--- src/rdc_map.svh ---
`ifndef RDC_MAP_SVH
`define RDC_MAP_SVH

// Register indices; the byte address is four times the index.
`define RDC_IDX_CTRL        10'h0c9
`define RDC_IDX_IRQ_EN      10'h0ca
`define RDC_IDX_IRQ_PRIO    10'h0cb
`define RDC_IDX_MONITOR     10'h0cc
`define RDC_IDX_EV_STATUS   10'h0cd
`define RDC_IDX_EV_MASK     10'h0ce
`define RDC_IDX_CAL         10'h0cf

// Control register fields.
`define RDC_CTRL_OFF_BIT    7
`define RDC_CTRL_RSVD_BIT   6
`define RDC_CTRL_LEVEL_BIT  4
`define RDC_CTRL_DROP_BIT   0
`define RDC_CTRL_RESET      8'h50

// Event bits of the sticky status and mask registers.
`define RDC_EV_DROP_IN      0
`define RDC_EV_DROP_OUT     1
`define RDC_EV_CAL_DONE     2
`define RDC_EV_COUNT        3

// Calibration register fields.
`define RDC_CAL_BUSY_BIT    0
`define RDC_CAL_DONE_BIT    1

// Timing.
`define RDC_CLK_MHZ         200
`define RDC_CAL_TIME_NS     1000
`define RDC_SETTLE_CYCLES   3

`endif

--- src/rdc_pkg.sv ---
package rdc_pkg;

   typedef enum logic [1:0] {
      RDC_ST_SETTLE = 2'b00,
      RDC_ST_CAL    = 2'b01,
      RDC_ST_RUN    = 2'b10,
      RDC_ST_HOLD   = 2'b11
   } rdc_state_t;

   typedef struct packed {
      logic dropout;
      logic uncal_below_high;
   } rdc_ana_t;

   typedef struct packed {
      logic regulator_enable;
      logic level_high;
      logic monitor_high;
      logic cal_active;
      logic reset_hold;
   } rdc_ctl_t;

   typedef struct packed {
      logic       en;
      logic [7:0] data;
   } rdc_wr_t;

endpackage

--- src/rdc_sync.sv ---
module rdc_sync
   import rdc_pkg::*;
#(
   parameter int WIDTH = 2
) (
   input  wire logic             hclk,
   input  wire logic             hresetn,
   input  wire logic [WIDTH-1:0] async_in,
   output logic      [WIDTH-1:0] sync_out
);

   logic [WIDTH-1:0] stage1;
   logic [WIDTH-1:0] next_stage1;
   logic [WIDTH-1:0] next_sync_out;

   generate
      if (WIDTH < 1) begin : g_check
         $error("rdc_sync needs WIDTH of at least one");
      end
   endgenerate

   // The first stage feeds only the second stage.
   always_comb begin
      next_stage1   = async_in;
      next_sync_out = stage1;
   end

   always_ff @(posedge hclk or negedge hresetn) begin
      if (!hresetn) begin
         stage1   <= '0;
         sync_out <= '0;
      end else begin
         stage1   <= next_stage1;
         sync_out <= next_sync_out;
      end
   end

endmodule

--- src/rdc_event_reg.sv ---
module rdc_event_reg
   import rdc_pkg::*;
#(
   parameter int N = 3
) (
   input  wire logic         hclk,
   input  wire logic         hresetn,
   input  wire logic [N-1:0] ev_set,
   input  wire rdc_wr_t      clr_wr,
   input  wire rdc_wr_t      mask_wr,
   output logic      [N-1:0] status,
   output logic      [N-1:0] mask,
   output logic              irq
);

   logic [N-1:0] next_status;
   logic [N-1:0] next_mask;
   logic         next_irq;

   generate
      if (N < 1 || N > 8) begin : g_check
         $error("rdc_event_reg serves one to eight events");
      end
   endgenerate

   // A set in the same cycle as a write-one clear wins, so no event is lost.
   always_comb begin
      next_status = status;
      next_mask   = mask;
      if (clr_wr.en) begin
         next_status = status & ~clr_wr.data[N-1:0];
      end
      next_status = next_status | ev_set;
      if (mask_wr.en) begin
         next_mask = mask_wr.data[N-1:0];
      end
      next_irq = |(next_status & next_mask);
   end

   always_ff @(posedge hclk or negedge hresetn) begin
      if (!hresetn) begin
         status <= '0;
         mask   <= '0;
         irq    <= 1'b0;
      end else begin
         status <= next_status;
         mask   <= next_mask;
         irq    <= next_irq;
      end
   end

endmodule

--- src/rdc_regulator_ctrl.sv ---
// Decided for this implementation: the placing of the registers and the AHB-Lite register port.
`include "rdc_map.svh"

// How it works
// - Regulator comes up enabled after any reset; software may switch it off.
// - Software selects the output level between the lower and higher voltage.
// - Dropout raises the regulator interrupt request only while its enable is set.
// - The dropout request has no latched pending flag; it follows the condition.
// - The readable dropout status clears by itself when dropout ends.
// - Regulator output calibration runs after every reset that does not take the reset hold.
// - High monitor threshold, non-power-on reset, low uncalibrated output hold reset.
// - Power-on reset returns the supply monitor to its low threshold.
// - Level select cleared picks the lower level, set picks the higher.
// - Regulator off bit written one disables the regulator, zero keeps it on.
// - Dropout status reads one in or near dropout, zero otherwise.
module rdc_regulator_ctrl
   import rdc_pkg::*;
#(
   parameter int CAL_CYCLES    = (`RDC_CAL_TIME_NS * `RDC_CLK_MHZ + 999) / 1000,
   parameter int SETTLE_CYCLES = `RDC_SETTLE_CYCLES
) (
   input  wire logic        hclk,
   input  wire logic        hresetn,
   input  wire logic        por_n,
   input  wire logic        hsel,
   input  wire logic [31:0] haddr,
   input  wire logic [1:0]  htrans,
   input  wire logic        hwrite,
   input  wire logic [2:0]  hsize,
   input  wire logic [31:0] hwdata,
   input  wire logic        hready,
   output logic             hreadyout,
   output logic             hresp,
   output logic [31:0]      hrdata,
   input  wire rdc_ana_t    ana_in,
   output rdc_ctl_t         ctl,
   output logic             dropout_irq_req,
   output logic             dropout_irq_priority,
   output logic             irq
);

   localparam int CNT_W = 16;

   generate
      if (CAL_CYCLES < 1 || CAL_CYCLES > 65535) begin : g_cal_check
         $error("CAL_CYCLES must lie between 1 and 65535");
      end
      if (SETTLE_CYCLES < 3 || SETTLE_CYCLES > 255) begin : g_settle_check
         $error("SETTLE_CYCLES must cover the two-stage synchronizer");
      end
   endgenerate

   function automatic logic idx_hit(input logic [31:0] addr, input logic [9:0] idx);
      idx_hit = (addr[11:2] == idx) && (addr[31:12] == 20'h00000);
   endfunction

   // Analog inputs are asynchronous to hclk.
   rdc_ana_t ana_sync;

   rdc_sync #(
      .WIDTH (2)
   ) u_sync (
      .hclk     (hclk),
      .hresetn  (hresetn),
      .async_in (ana_in),
      .sync_out (ana_sync)
   );

   // Bus and software-visible registers.
   logic        wr_pend;
   logic [31:0] wr_addr;
   logic        reg_off;
   logic        reg_rsvd;
   logic        reg_level;
   logic        irq_en;
   logic        irq_prio;
   logic        cal_done;
   logic        drop_q;
   logic        req_q;
   logic        next_wr_pend;
   logic [31:0] next_wr_addr;
   logic [31:0] next_hrdata;
   logic        next_reg_off;
   logic        next_reg_rsvd;
   logic        next_reg_level;
   logic        next_irq_en;
   logic        next_irq_prio;
   logic        next_cal_done;
   logic        next_drop_q;
   logic        next_req_q;
   logic        addr_phase;
   logic        rd_stall;
   rdc_wr_t     ev_clr_wr;
   rdc_wr_t     ev_mask_wr;
   logic [`RDC_EV_COUNT-1:0] ev_set;
   logic [`RDC_EV_COUNT-1:0] ev_status;
   logic [`RDC_EV_COUNT-1:0] ev_mask;

   // Sequencer state.
   rdc_state_t       state;
   rdc_state_t       next_state;
   logic [CNT_W-1:0] cnt;
   logic [CNT_W-1:0] next_cnt;
   logic             cal_finish;

   // Power-on domain: survives every reset but power-on.
   logic mon_high;
   logic hold;
   logic next_mon_high;
   logic next_hold;

   assign addr_phase = hsel && htrans[1] && hready;
   // A read right behind a write waits one cycle so it sees the new value.
   assign rd_stall   = wr_pend && hsel && htrans[1] && !hwrite;
   assign hreadyout  = !rd_stall;
   assign hresp      = 1'b0;

   always_comb begin
      next_wr_pend   = 1'b0;
      next_wr_addr   = wr_addr;
      next_hrdata    = hrdata;
      next_reg_off   = reg_off;
      next_reg_rsvd  = reg_rsvd;
      next_reg_level = reg_level;
      next_irq_en    = irq_en;
      next_irq_prio  = irq_prio;
      next_cal_done  = cal_done || cal_finish;
      ev_clr_wr      = '{en: 1'b0, data: hwdata[7:0]};
      ev_mask_wr     = '{en: 1'b0, data: hwdata[7:0]};
      if (wr_pend) begin
         if (idx_hit(wr_addr, `RDC_IDX_CTRL)) begin
            next_reg_off   = hwdata[`RDC_CTRL_OFF_BIT];
            next_reg_rsvd  = hwdata[`RDC_CTRL_RSVD_BIT];
            next_reg_level = hwdata[`RDC_CTRL_LEVEL_BIT];
         end
         if (idx_hit(wr_addr, `RDC_IDX_IRQ_EN)) begin
            next_irq_en = hwdata[0];
         end
         if (idx_hit(wr_addr, `RDC_IDX_IRQ_PRIO)) begin
            next_irq_prio = hwdata[0];
         end
         ev_clr_wr.en  = idx_hit(wr_addr, `RDC_IDX_EV_STATUS);
         ev_mask_wr.en = idx_hit(wr_addr, `RDC_IDX_EV_MASK);
      end
      if (addr_phase && hwrite) begin
         next_wr_pend = 1'b1;
         next_wr_addr = haddr;
      end
      if (addr_phase && !hwrite) begin
         next_hrdata = 32'h00000000;
         if (idx_hit(haddr, `RDC_IDX_CTRL)) begin
            next_hrdata[`RDC_CTRL_OFF_BIT]   = reg_off;
            next_hrdata[`RDC_CTRL_RSVD_BIT]  = reg_rsvd;
            next_hrdata[`RDC_CTRL_LEVEL_BIT] = reg_level;
            next_hrdata[`RDC_CTRL_DROP_BIT]  = ana_sync.dropout;
         end
         if (idx_hit(haddr, `RDC_IDX_IRQ_EN)) begin
            next_hrdata[0] = irq_en;
         end
         if (idx_hit(haddr, `RDC_IDX_IRQ_PRIO)) begin
            next_hrdata[0] = irq_prio;
         end
         if (idx_hit(haddr, `RDC_IDX_MONITOR)) begin
            next_hrdata[0] = mon_high;
         end
         if (idx_hit(haddr, `RDC_IDX_EV_STATUS)) begin
            next_hrdata[`RDC_EV_COUNT-1:0] = ev_status;
         end
         if (idx_hit(haddr, `RDC_IDX_EV_MASK)) begin
            next_hrdata[`RDC_EV_COUNT-1:0] = ev_mask;
         end
         if (idx_hit(haddr, `RDC_IDX_CAL)) begin
            next_hrdata[`RDC_CAL_BUSY_BIT] = (state == RDC_ST_CAL);
            next_hrdata[`RDC_CAL_DONE_BIT] = cal_done;
         end
      end
      // No pending flag: the request is the live condition gated by its enable.
      next_drop_q = ana_sync.dropout;
      next_req_q  = ana_sync.dropout && irq_en;
      ev_set = '0;
      ev_set[`RDC_EV_DROP_IN]  = ana_sync.dropout && !drop_q;
      ev_set[`RDC_EV_DROP_OUT] = !ana_sync.dropout && drop_q;
      ev_set[`RDC_EV_CAL_DONE] = cal_finish;
   end

   // Every register of this group returns to its value on any reset.
   always_ff @(posedge hclk or negedge hresetn) begin
      if (!hresetn) begin
         wr_pend   <= 1'b0;
         wr_addr   <= 32'h00000000;
         hrdata    <= 32'h00000000;
         reg_off   <= 1'b0;
         reg_rsvd  <= 1'b1;
         reg_level <= 1'b1;
         irq_en    <= 1'b0;
         irq_prio  <= 1'b0;
         cal_done  <= 1'b0;
         drop_q    <= 1'b0;
         req_q     <= 1'b0;
      end else begin
         wr_pend   <= next_wr_pend;
         wr_addr   <= next_wr_addr;
         hrdata    <= next_hrdata;
         reg_off   <= next_reg_off;
         reg_rsvd  <= next_reg_rsvd;
         reg_level <= next_reg_level;
         irq_en    <= next_irq_en;
         irq_prio  <= next_irq_prio;
         cal_done  <= next_cal_done;
         drop_q    <= next_drop_q;
         req_q     <= next_req_q;
      end
   end

   rdc_event_reg #(
      .N (`RDC_EV_COUNT)
   ) u_events (
      .hclk    (hclk),
      .hresetn (hresetn),
      .ev_set  (ev_set),
      .clr_wr  (ev_clr_wr),
      .mask_wr (ev_mask_wr),
      .status  (ev_status),
      .mask    (ev_mask),
      .irq     (irq)
   );

   // After each release the synchronizer fills, then the threshold check runs.
   always_comb begin
      next_state = state;
      next_cnt   = cnt;
      cal_finish = 1'b0;
      case (state)
         RDC_ST_SETTLE: begin
            next_cnt = cnt + 16'h0001;
            if (cnt == CNT_W'(SETTLE_CYCLES - 1)) begin
               next_cnt = 16'h0000;
               if (hold || (mon_high && ana_sync.uncal_below_high)) begin
                  next_state = RDC_ST_HOLD;
               end else begin
                  next_state = RDC_ST_CAL;
               end
            end
         end
         RDC_ST_CAL: begin
            next_cnt = cnt + 16'h0001;
            if (cnt == CNT_W'(CAL_CYCLES - 1)) begin
               next_cnt   = 16'h0000;
               cal_finish = 1'b1;
               next_state = RDC_ST_RUN;
            end
         end
         RDC_ST_RUN: begin
            next_cnt = 16'h0000;
         end
         RDC_ST_HOLD: begin
            next_cnt = 16'h0000;
         end
         default: begin
            next_state = RDC_ST_SETTLE;
            next_cnt   = 16'h0000;
         end
      endcase
   end

   always_ff @(posedge hclk or negedge hresetn) begin
      if (!hresetn) begin
         state <= RDC_ST_SETTLE;
         cnt   <= 16'h0000;
      end else begin
         state <= next_state;
         cnt   <= next_cnt;
      end
   end

   // Only power-on clears hold, and mon_high also clears on a software write, so a held reset cannot release itself.
   always_comb begin
      next_mon_high = mon_high;
      next_hold     = hold || (next_state == RDC_ST_HOLD);
      if (wr_pend && idx_hit(wr_addr, `RDC_IDX_MONITOR)) begin
         next_mon_high = hwdata[0];
      end
   end

   always_ff @(posedge hclk or negedge por_n) begin
      if (!por_n) begin
         mon_high <= 1'b0;
         hold     <= 1'b0;
      end else begin
         mon_high <= next_mon_high;
         hold     <= next_hold;
      end
   end

   assign ctl.regulator_enable = !reg_off;
   assign ctl.level_high       = reg_level;
   assign ctl.monitor_high     = mon_high;
   assign ctl.cal_active       = (state == RDC_ST_CAL);
   assign ctl.reset_hold       = hold;
   assign dropout_irq_req      = req_q;
   assign dropout_irq_priority = irq_prio;

endmodule

--- config.mk ---
export PLATFORM = sky130hd
export DESIGN_NAME = rdc_regulator_ctrl
export DESIGN_NICKNAME = d
export VERILOG_FILES = /design/src/rdc_pkg.sv /design/src/rdc_sync.sv /design/src/rdc_event_reg.sv /design/src/rdc_regulator_ctrl.sv
export VERILOG_INCLUDE_DIRS = /design/src
export SDC_FILE = /design/constraint.sdc
export NUM_CORES = 1
export LEC_CHECK = 0
export CORE_MARGIN = 2
export CORE_UTILIZATION = 54
export CTS_CLUSTER_DIAMETER = 100
export DETAILED_ROUTE_END_ITERATION = 8
export DONT_BUFFER_PORTS = 1
export PLACE_DENSITY = 0.69
export SYNTH_ARGS = -nofsm -noshare
export SYNTH_HDL_FRONTEND = slang
export SYNTH_SLANG_ARGS = --single-unit
--- constraint.sdc ---
create_clock -name hclk -period 3.89 [get_ports hclk]
set_input_delay 0.389 -clock hclk [delete_from_list [all_inputs] [get_ports hclk]]
set_output_delay 0.389 -clock hclk [all_outputs]
set_load 0.005 [all_outputs]
[Word level (Yosys, flattened, before mapping)]
Index checks and enable logic that the tools add are counted.
Storage, ports and cells
  flip-flop bits (word level): 78
  bits of input ports: 77
  output and inout bits: 42
  logic and storage cells: 108
Operators by class
  $add $sub $neg: 1
  equality and inequality tests: 19
  mux-type cells: 23
  bitwise operators: 4
  reductions and logical operators: 41
Operators with widths (count)
  10-bit by 8-bit equality test with 1-bit output, second input constant: 13
  16-bit case mux with 3 select lines: 1
  20-bit logical NOT: 2
  16-bit two-way mux: 2
  1-bit logical AND: 25
  16-bit by 1-bit adder with 16-bit output, second input constant: 1
  16-bit by 2-bit equality test with 1-bit output, second input constant: 1
  16-bit by 8-bit equality test with 1-bit output, second input constant: 1
  3-bit two-way mux: 4
  1-bit two-way mux: 10
  2-bit two-way mux: 5
  3-bit bitwise AND: 2
  2-bit equality test, second input constant: 3
  2-bit AND reduction: 3
  1-bit logical NOT: 5
  2-bit case mux with 2 select lines: 1
  1-bit logical OR: 3
  3-bit NOT: 1
  3-bit OR: 1
  3-bit OR reduction: 1
  2-bit by 1-bit equality test with 1-bit output, second input constant: 1
  2-bit logical NOT: 1
  2-bit OR reduction: 1

[Logic depth before layout (Yosys ltp)]
  depth in word-level cells: 9
  mapped depth: 8
  depth with buffers taken out: 6

[Hierarchy]
A second synthesis with hierarchy kept.
Second synthesis, totals
  cells, all modules: 376
  area total of the unflattened synthesis: 3686.0 sq um
Modules (own cells, without submodules)
  rdc_regulator_ctrl: instances 1, cells an instance 354, area an instance 3315.7 sq um, seq. area each 1629.1 sq um
  rdc_event_reg: instances 1, cells an instance 18, area an instance 270.3 sq um, seq. area each 175.2 sq um
  rdc_sync: instances 1, cells an instance 4, area an instance 100.1 sq um, seq. area each 100.1 sq um

[Worst setup path before layout]
OpenSTA, ideal clock, no wires.
  kind: reg-to-reg
  start: register wr_addr[16]
  end: register u_events.irq
  setup time: 0.126 ns
  data arrival time: 2.048 ns
  required time: 3.764 ns
  setup slack: 1.716 ns
  stages on the path, launching flop included: 6
  buffers on the path: 0
  period minus slack after synthesis: 2.174 ns
  path through: dfrtp_1 -> nor4_4 -> nand4_2 -> or4_1 -> a221o_1 -> a221o_1
Between the ends
  word-level cells in the longest chain between the ends: 7
  elaborated cells on any way between the ends: 10
  classes of those cells: mux: 4; bitwise: 2; reduce/logical: 4
RTL lines
  start, declared: line rdc_regulator_ctrl.sv:71  | logic [31:0] wr_addr;
  start signal, assigned: line rdc_regulator_ctrl.sv:202  | wr_addr <= next_wr_addr;
  20-bit logical NOT: line rdc_regulator_ctrl.sv:54  | idx_hit = (addr[11:2] == idx) && (addr[31:12] == 20'h00000);
  1-bit logical AND: line rdc_regulator_ctrl.sv:54
  1-bit two-way mux: line rdc_regulator_ctrl.sv:130  | if (wr_pend) begin
  3-bit two-way mux: line rdc_event_reg.sv:30  | if (clr_wr.en) begin
  3-bit OR: line rdc_event_reg.sv:33  | next_status = next_status | ev_set;
  net u_events.next_status[1]: line rdc_event_reg.sv:16  | logic [N-1:0] next_status;
  3-bit bitwise AND: line rdc_event_reg.sv:37  | next_irq = |(next_status & next_mask);
  3-bit OR reduction: line rdc_event_reg.sv:37
  net u_events.next_irq: line rdc_event_reg.sv:18  | logic next_irq;
  end signal, assigned: line rdc_event_reg.sv:48  | irq <= next_irq;
  end, declared: line rdc_event_reg.sv:13  | output logic irq
The timed path passes the listed nets, and every way through them passes these cells.
A chain may end at the register's enable or synchronous reset.

[Final worst setup path]
  start: register wr_addr[21]
  end: register reg_off
Between the ends
  word-level cells in the longest chain between the ends: 3
RTL lines
  20-bit logical NOT: line rdc_regulator_ctrl.sv:54
  1-bit logical AND: line rdc_regulator_ctrl.sv:54
  2-bit AND reduction (no source line)
  end signal, assigned: line rdc_regulator_ctrl.sv:204  | reg_off <= next_reg_off;
  end, declared: line rdc_regulator_ctrl.sv:72  | logic reg_off;
Every way passes these cells.

==> metrics <==
post-cts resize count 0; Design Area, Final approximately 3800 µm²; GPL Wtd Cong between 0.8 and 0.9; Final setup viols 0; sequential-to-total area share from yosys stat 52.3%; Final nets 450; Netlist cell types 48; ys flop type dfrtp_1; Final Hold Vio Count 0; Final Util 59.2%; max-cap viol count 0; CP top delay family simple AND/OR/NAND/NOR gates; Starting Density 56.7%; Reg clk slew, reported paths roughly 0.08 ns; via/cell ratio 5.52; Overall Global Routing Usage between 20% and 30%; DP Worst Slack approximately 1.4 ns; WHS Path Cells 0; multi-input logic area approximately 1500 µm²; Cell Chain, Critical Path nor4_1, nand3_1, or2_2, nor4b_2, mux2_2; DRC viols 0; YS warnings 0; Core Area 6420 µm²; CTS tree yes; Hold Path Origin ana_in[1]; synthesized flop and latch total 76; WL final a little over 7000 µm; status finished, final reports clean; worst-skew pair later-pin latency 0.34 ns; arrival time worst endpoint between 2 and 3 ns; Max Clk Rate roughly 400 MHz; vias in the first global route ~2400; Area Overhead vs Synth 4.36%; Buf+Inv Stages, Crit Path 0; cts bufs inserted 9; port bufs 0; num rows 29; final cell count without fillers roughly 450; worst reg2reg path endpoint reg_off; 1st-iter DRT viols 168; antenna viol nets, final 0; crit-path max cell delay 0.47 ns; Final Skew 0.00932 ns; layout cells sized above 1 ~11%; deepest clock path buffer count 2; simple-gate share of the synthesized area 27.2%; flop2flop setup slack between 1 and 1.5 ns; I/O pin count 119; Startpoint Class flop; RSZ-0062 raised after global routing no; Die Y 86.1 µm; Root Driver clkbuf_8; pin count of the biggest net entering global routing 75; met2 wire len roughly 3500 µm; setup tns final 0 ns; Power Density 411 nW/µm²; # fillers 559; Die ar. roughly 7400 µm²; Leakage about 1.8 nW; cell area after synthesis 3640 µm²; Final Cycle Share 63.2%; post-synthesis xor/xnor area fraction 3.37%; commonest non-fill, non-tap cells in the layout nand2_1 (104), dfrtp_1 (74), conb_1 (27), nor2_1 (23), clkbuf_8 (11); gr ovfl total 0; commonest non-fill, non-tap cell in the layout nand2_1; Die W 86.1 µm; synthesized area per cell between 9 and 10 µm²; Min Hold Slack 0.0669 ns; wire length per cell 15.6 µm; detailed placer's ending HPWL between 4000 and 5000 µm; Post-synth EDFFs 0; WL met1 2940 µm; first-pass GRT wire length 11800 µm; end of the worst hold path u_sync.next_sync_out[1]; router iterations before antenna repair 4; top layer in use met4; slew at the pin closest to its max-slew limit slightly above 0.9 ns; total design power roughly 1.6 mW; Max IR drop VDD between 0.0002 and 0.00025 V; post-synthesis compound-gate area fraction ~5.4%; CTS Sinks 76; Critical Path Slowest Stage Cell nor4_1; Final min period approximately 2.5 ns; CP Capture Type flop; H-tree levels 3; mux cell area share after synthesis about 3.1%; register area roughly 1900 µm²; CP max FO 5; Vias 2502; Cells after DPL approximately 430; Final Slew Violations 0; Rel. slew slack between 30 and 40%; R2R cell count 5; n_diodes 0; Adder-Cell Fraction of Synth Area 0.687%; initial antenna violation count 0; Setup WS post-layout about 1.4 ns; routed wl met3 ~550 µm; Setup Crit Path Kind flop to flop; critical path required time approximately 4.1 ns; FF-to-FF Start wr_addr[21]; Post-DP Area around 3600 µm²; largest family of logic cells by synthesized area simple AND/OR/NAND/NOR gates; Async SR Flop Fraction between 90% and 100%; Post-Synthesis Cells 370; type of the worst min-delay path input pin to flop
==> registers in the layout, indices dropped and copies added (netlist names), 2 cells and up <==
register and flops:
wr_addr 30, cnt 16, hrdata 6, u_events.mask 3, u_events.status 3, state 2
u_sync.next_sync_out 2, u_sync.sync_out 2
==> metal layers <==
layer	global-route usage, %	vias to the layer above
li1	-	1198
met1	26.3	1196
met2	32.3	96
met3	7.99	12
met4	6.49	0
met5	0	-
==> worst max path at each step <==
stage / start / end / slack (ns) / cells past startpoint
global route: wr_addr[21] / mon_high / 1.24 / 5
finish: wr_addr[21] / reg_off / 1.43 / 5
global placement: wr_addr[21] / mon_high / 1.42 / 5
floorplan: wr_addr[16] / u_events.irq / 1.72 / 5
detailed placement: wr_addr[21] / mon_high / 1.40 / 5
CTS: wr_addr[21] / mon_high / 1.38 / 5
==> power by group <==
| group | total, mW | switching [mW] | internal (mW) | leakage [nW] |
|---|---|---|---|---|
| Combinational | 0.126 | 0.0700 | 0.0558 | 0.753 |
| Clock | 0.532 | 0.267 | 0.265 | 0.0905 |
| Sequential | 0.905 | 0.0527 | 0.852 | 0.961 |
| Total | 1.56 | 0.389 | 1.17 | 1.80 |
==> Yosys cell counts (2+ instances only) <==
master	number	share of area, %
nand2_1	104	11
dfrtp_1	74	51
buf_4	30	6.2
nor2_1	23	2.4
clkbuf_1	10	1.0
nor4_1	10	1.7
mux2_2	9	2.8
nand3_1	8	1.1
nor3_1	8	1.1
xor2_1	8	1.9
inv_1	7	0.72
o21ai_0	6	0.82
or2_2	6	1.0
xnor2_1	6	1.4
a22o_1	5	1.2
nand3b_1	4	0.82
nand4_1	4	0.69
a21oi_1	3	0.41
nand4b_1	3	0.72
nor4b_1	3	0.72
nor4b_2	3	1.2
a221o_1	2	0.55
a32o_1	2	0.55
and3_1	2	0.34
and4_1	2	0.48
dfstp_2	2	1.4
ha_1	2	0.69
nand2b_1	2	0.34
nor2b_1	2	0.34
nor4bb_1	2	0.55
==> kinds of logic (layout without fill, tap and decap cells) <==
| kind of cell | Yosys count | in the layout |
|---|---|---|
| other cells | 1 | 27 |
| compound gates | 25 | 25 |
| simple gates | 195 | 195 |
| flops | 76 | 76 |
| mux | 10 | 10 |
| fa+ha+maj | 2 | 2 |
| buf+inv | 47 | 27 |
| xor+xnor | 14 | 14 |
==> timing repair <==
item,4_1_cts,5_1_grt
buffers inserted,0,0
hold endpoints to repair,76,0
hold buffers,3,0
==> cell type report <==
class,instances,area share (%)
repair buffers,4,1.45
multi-input cells,273,40.7
well taps,77,2.53
clock buffers,14,4.28
flip-flops and latches,76,50.1
inverters,7,0.691
clock inverters,2,0.263
(Power assumes the default switching activity.)
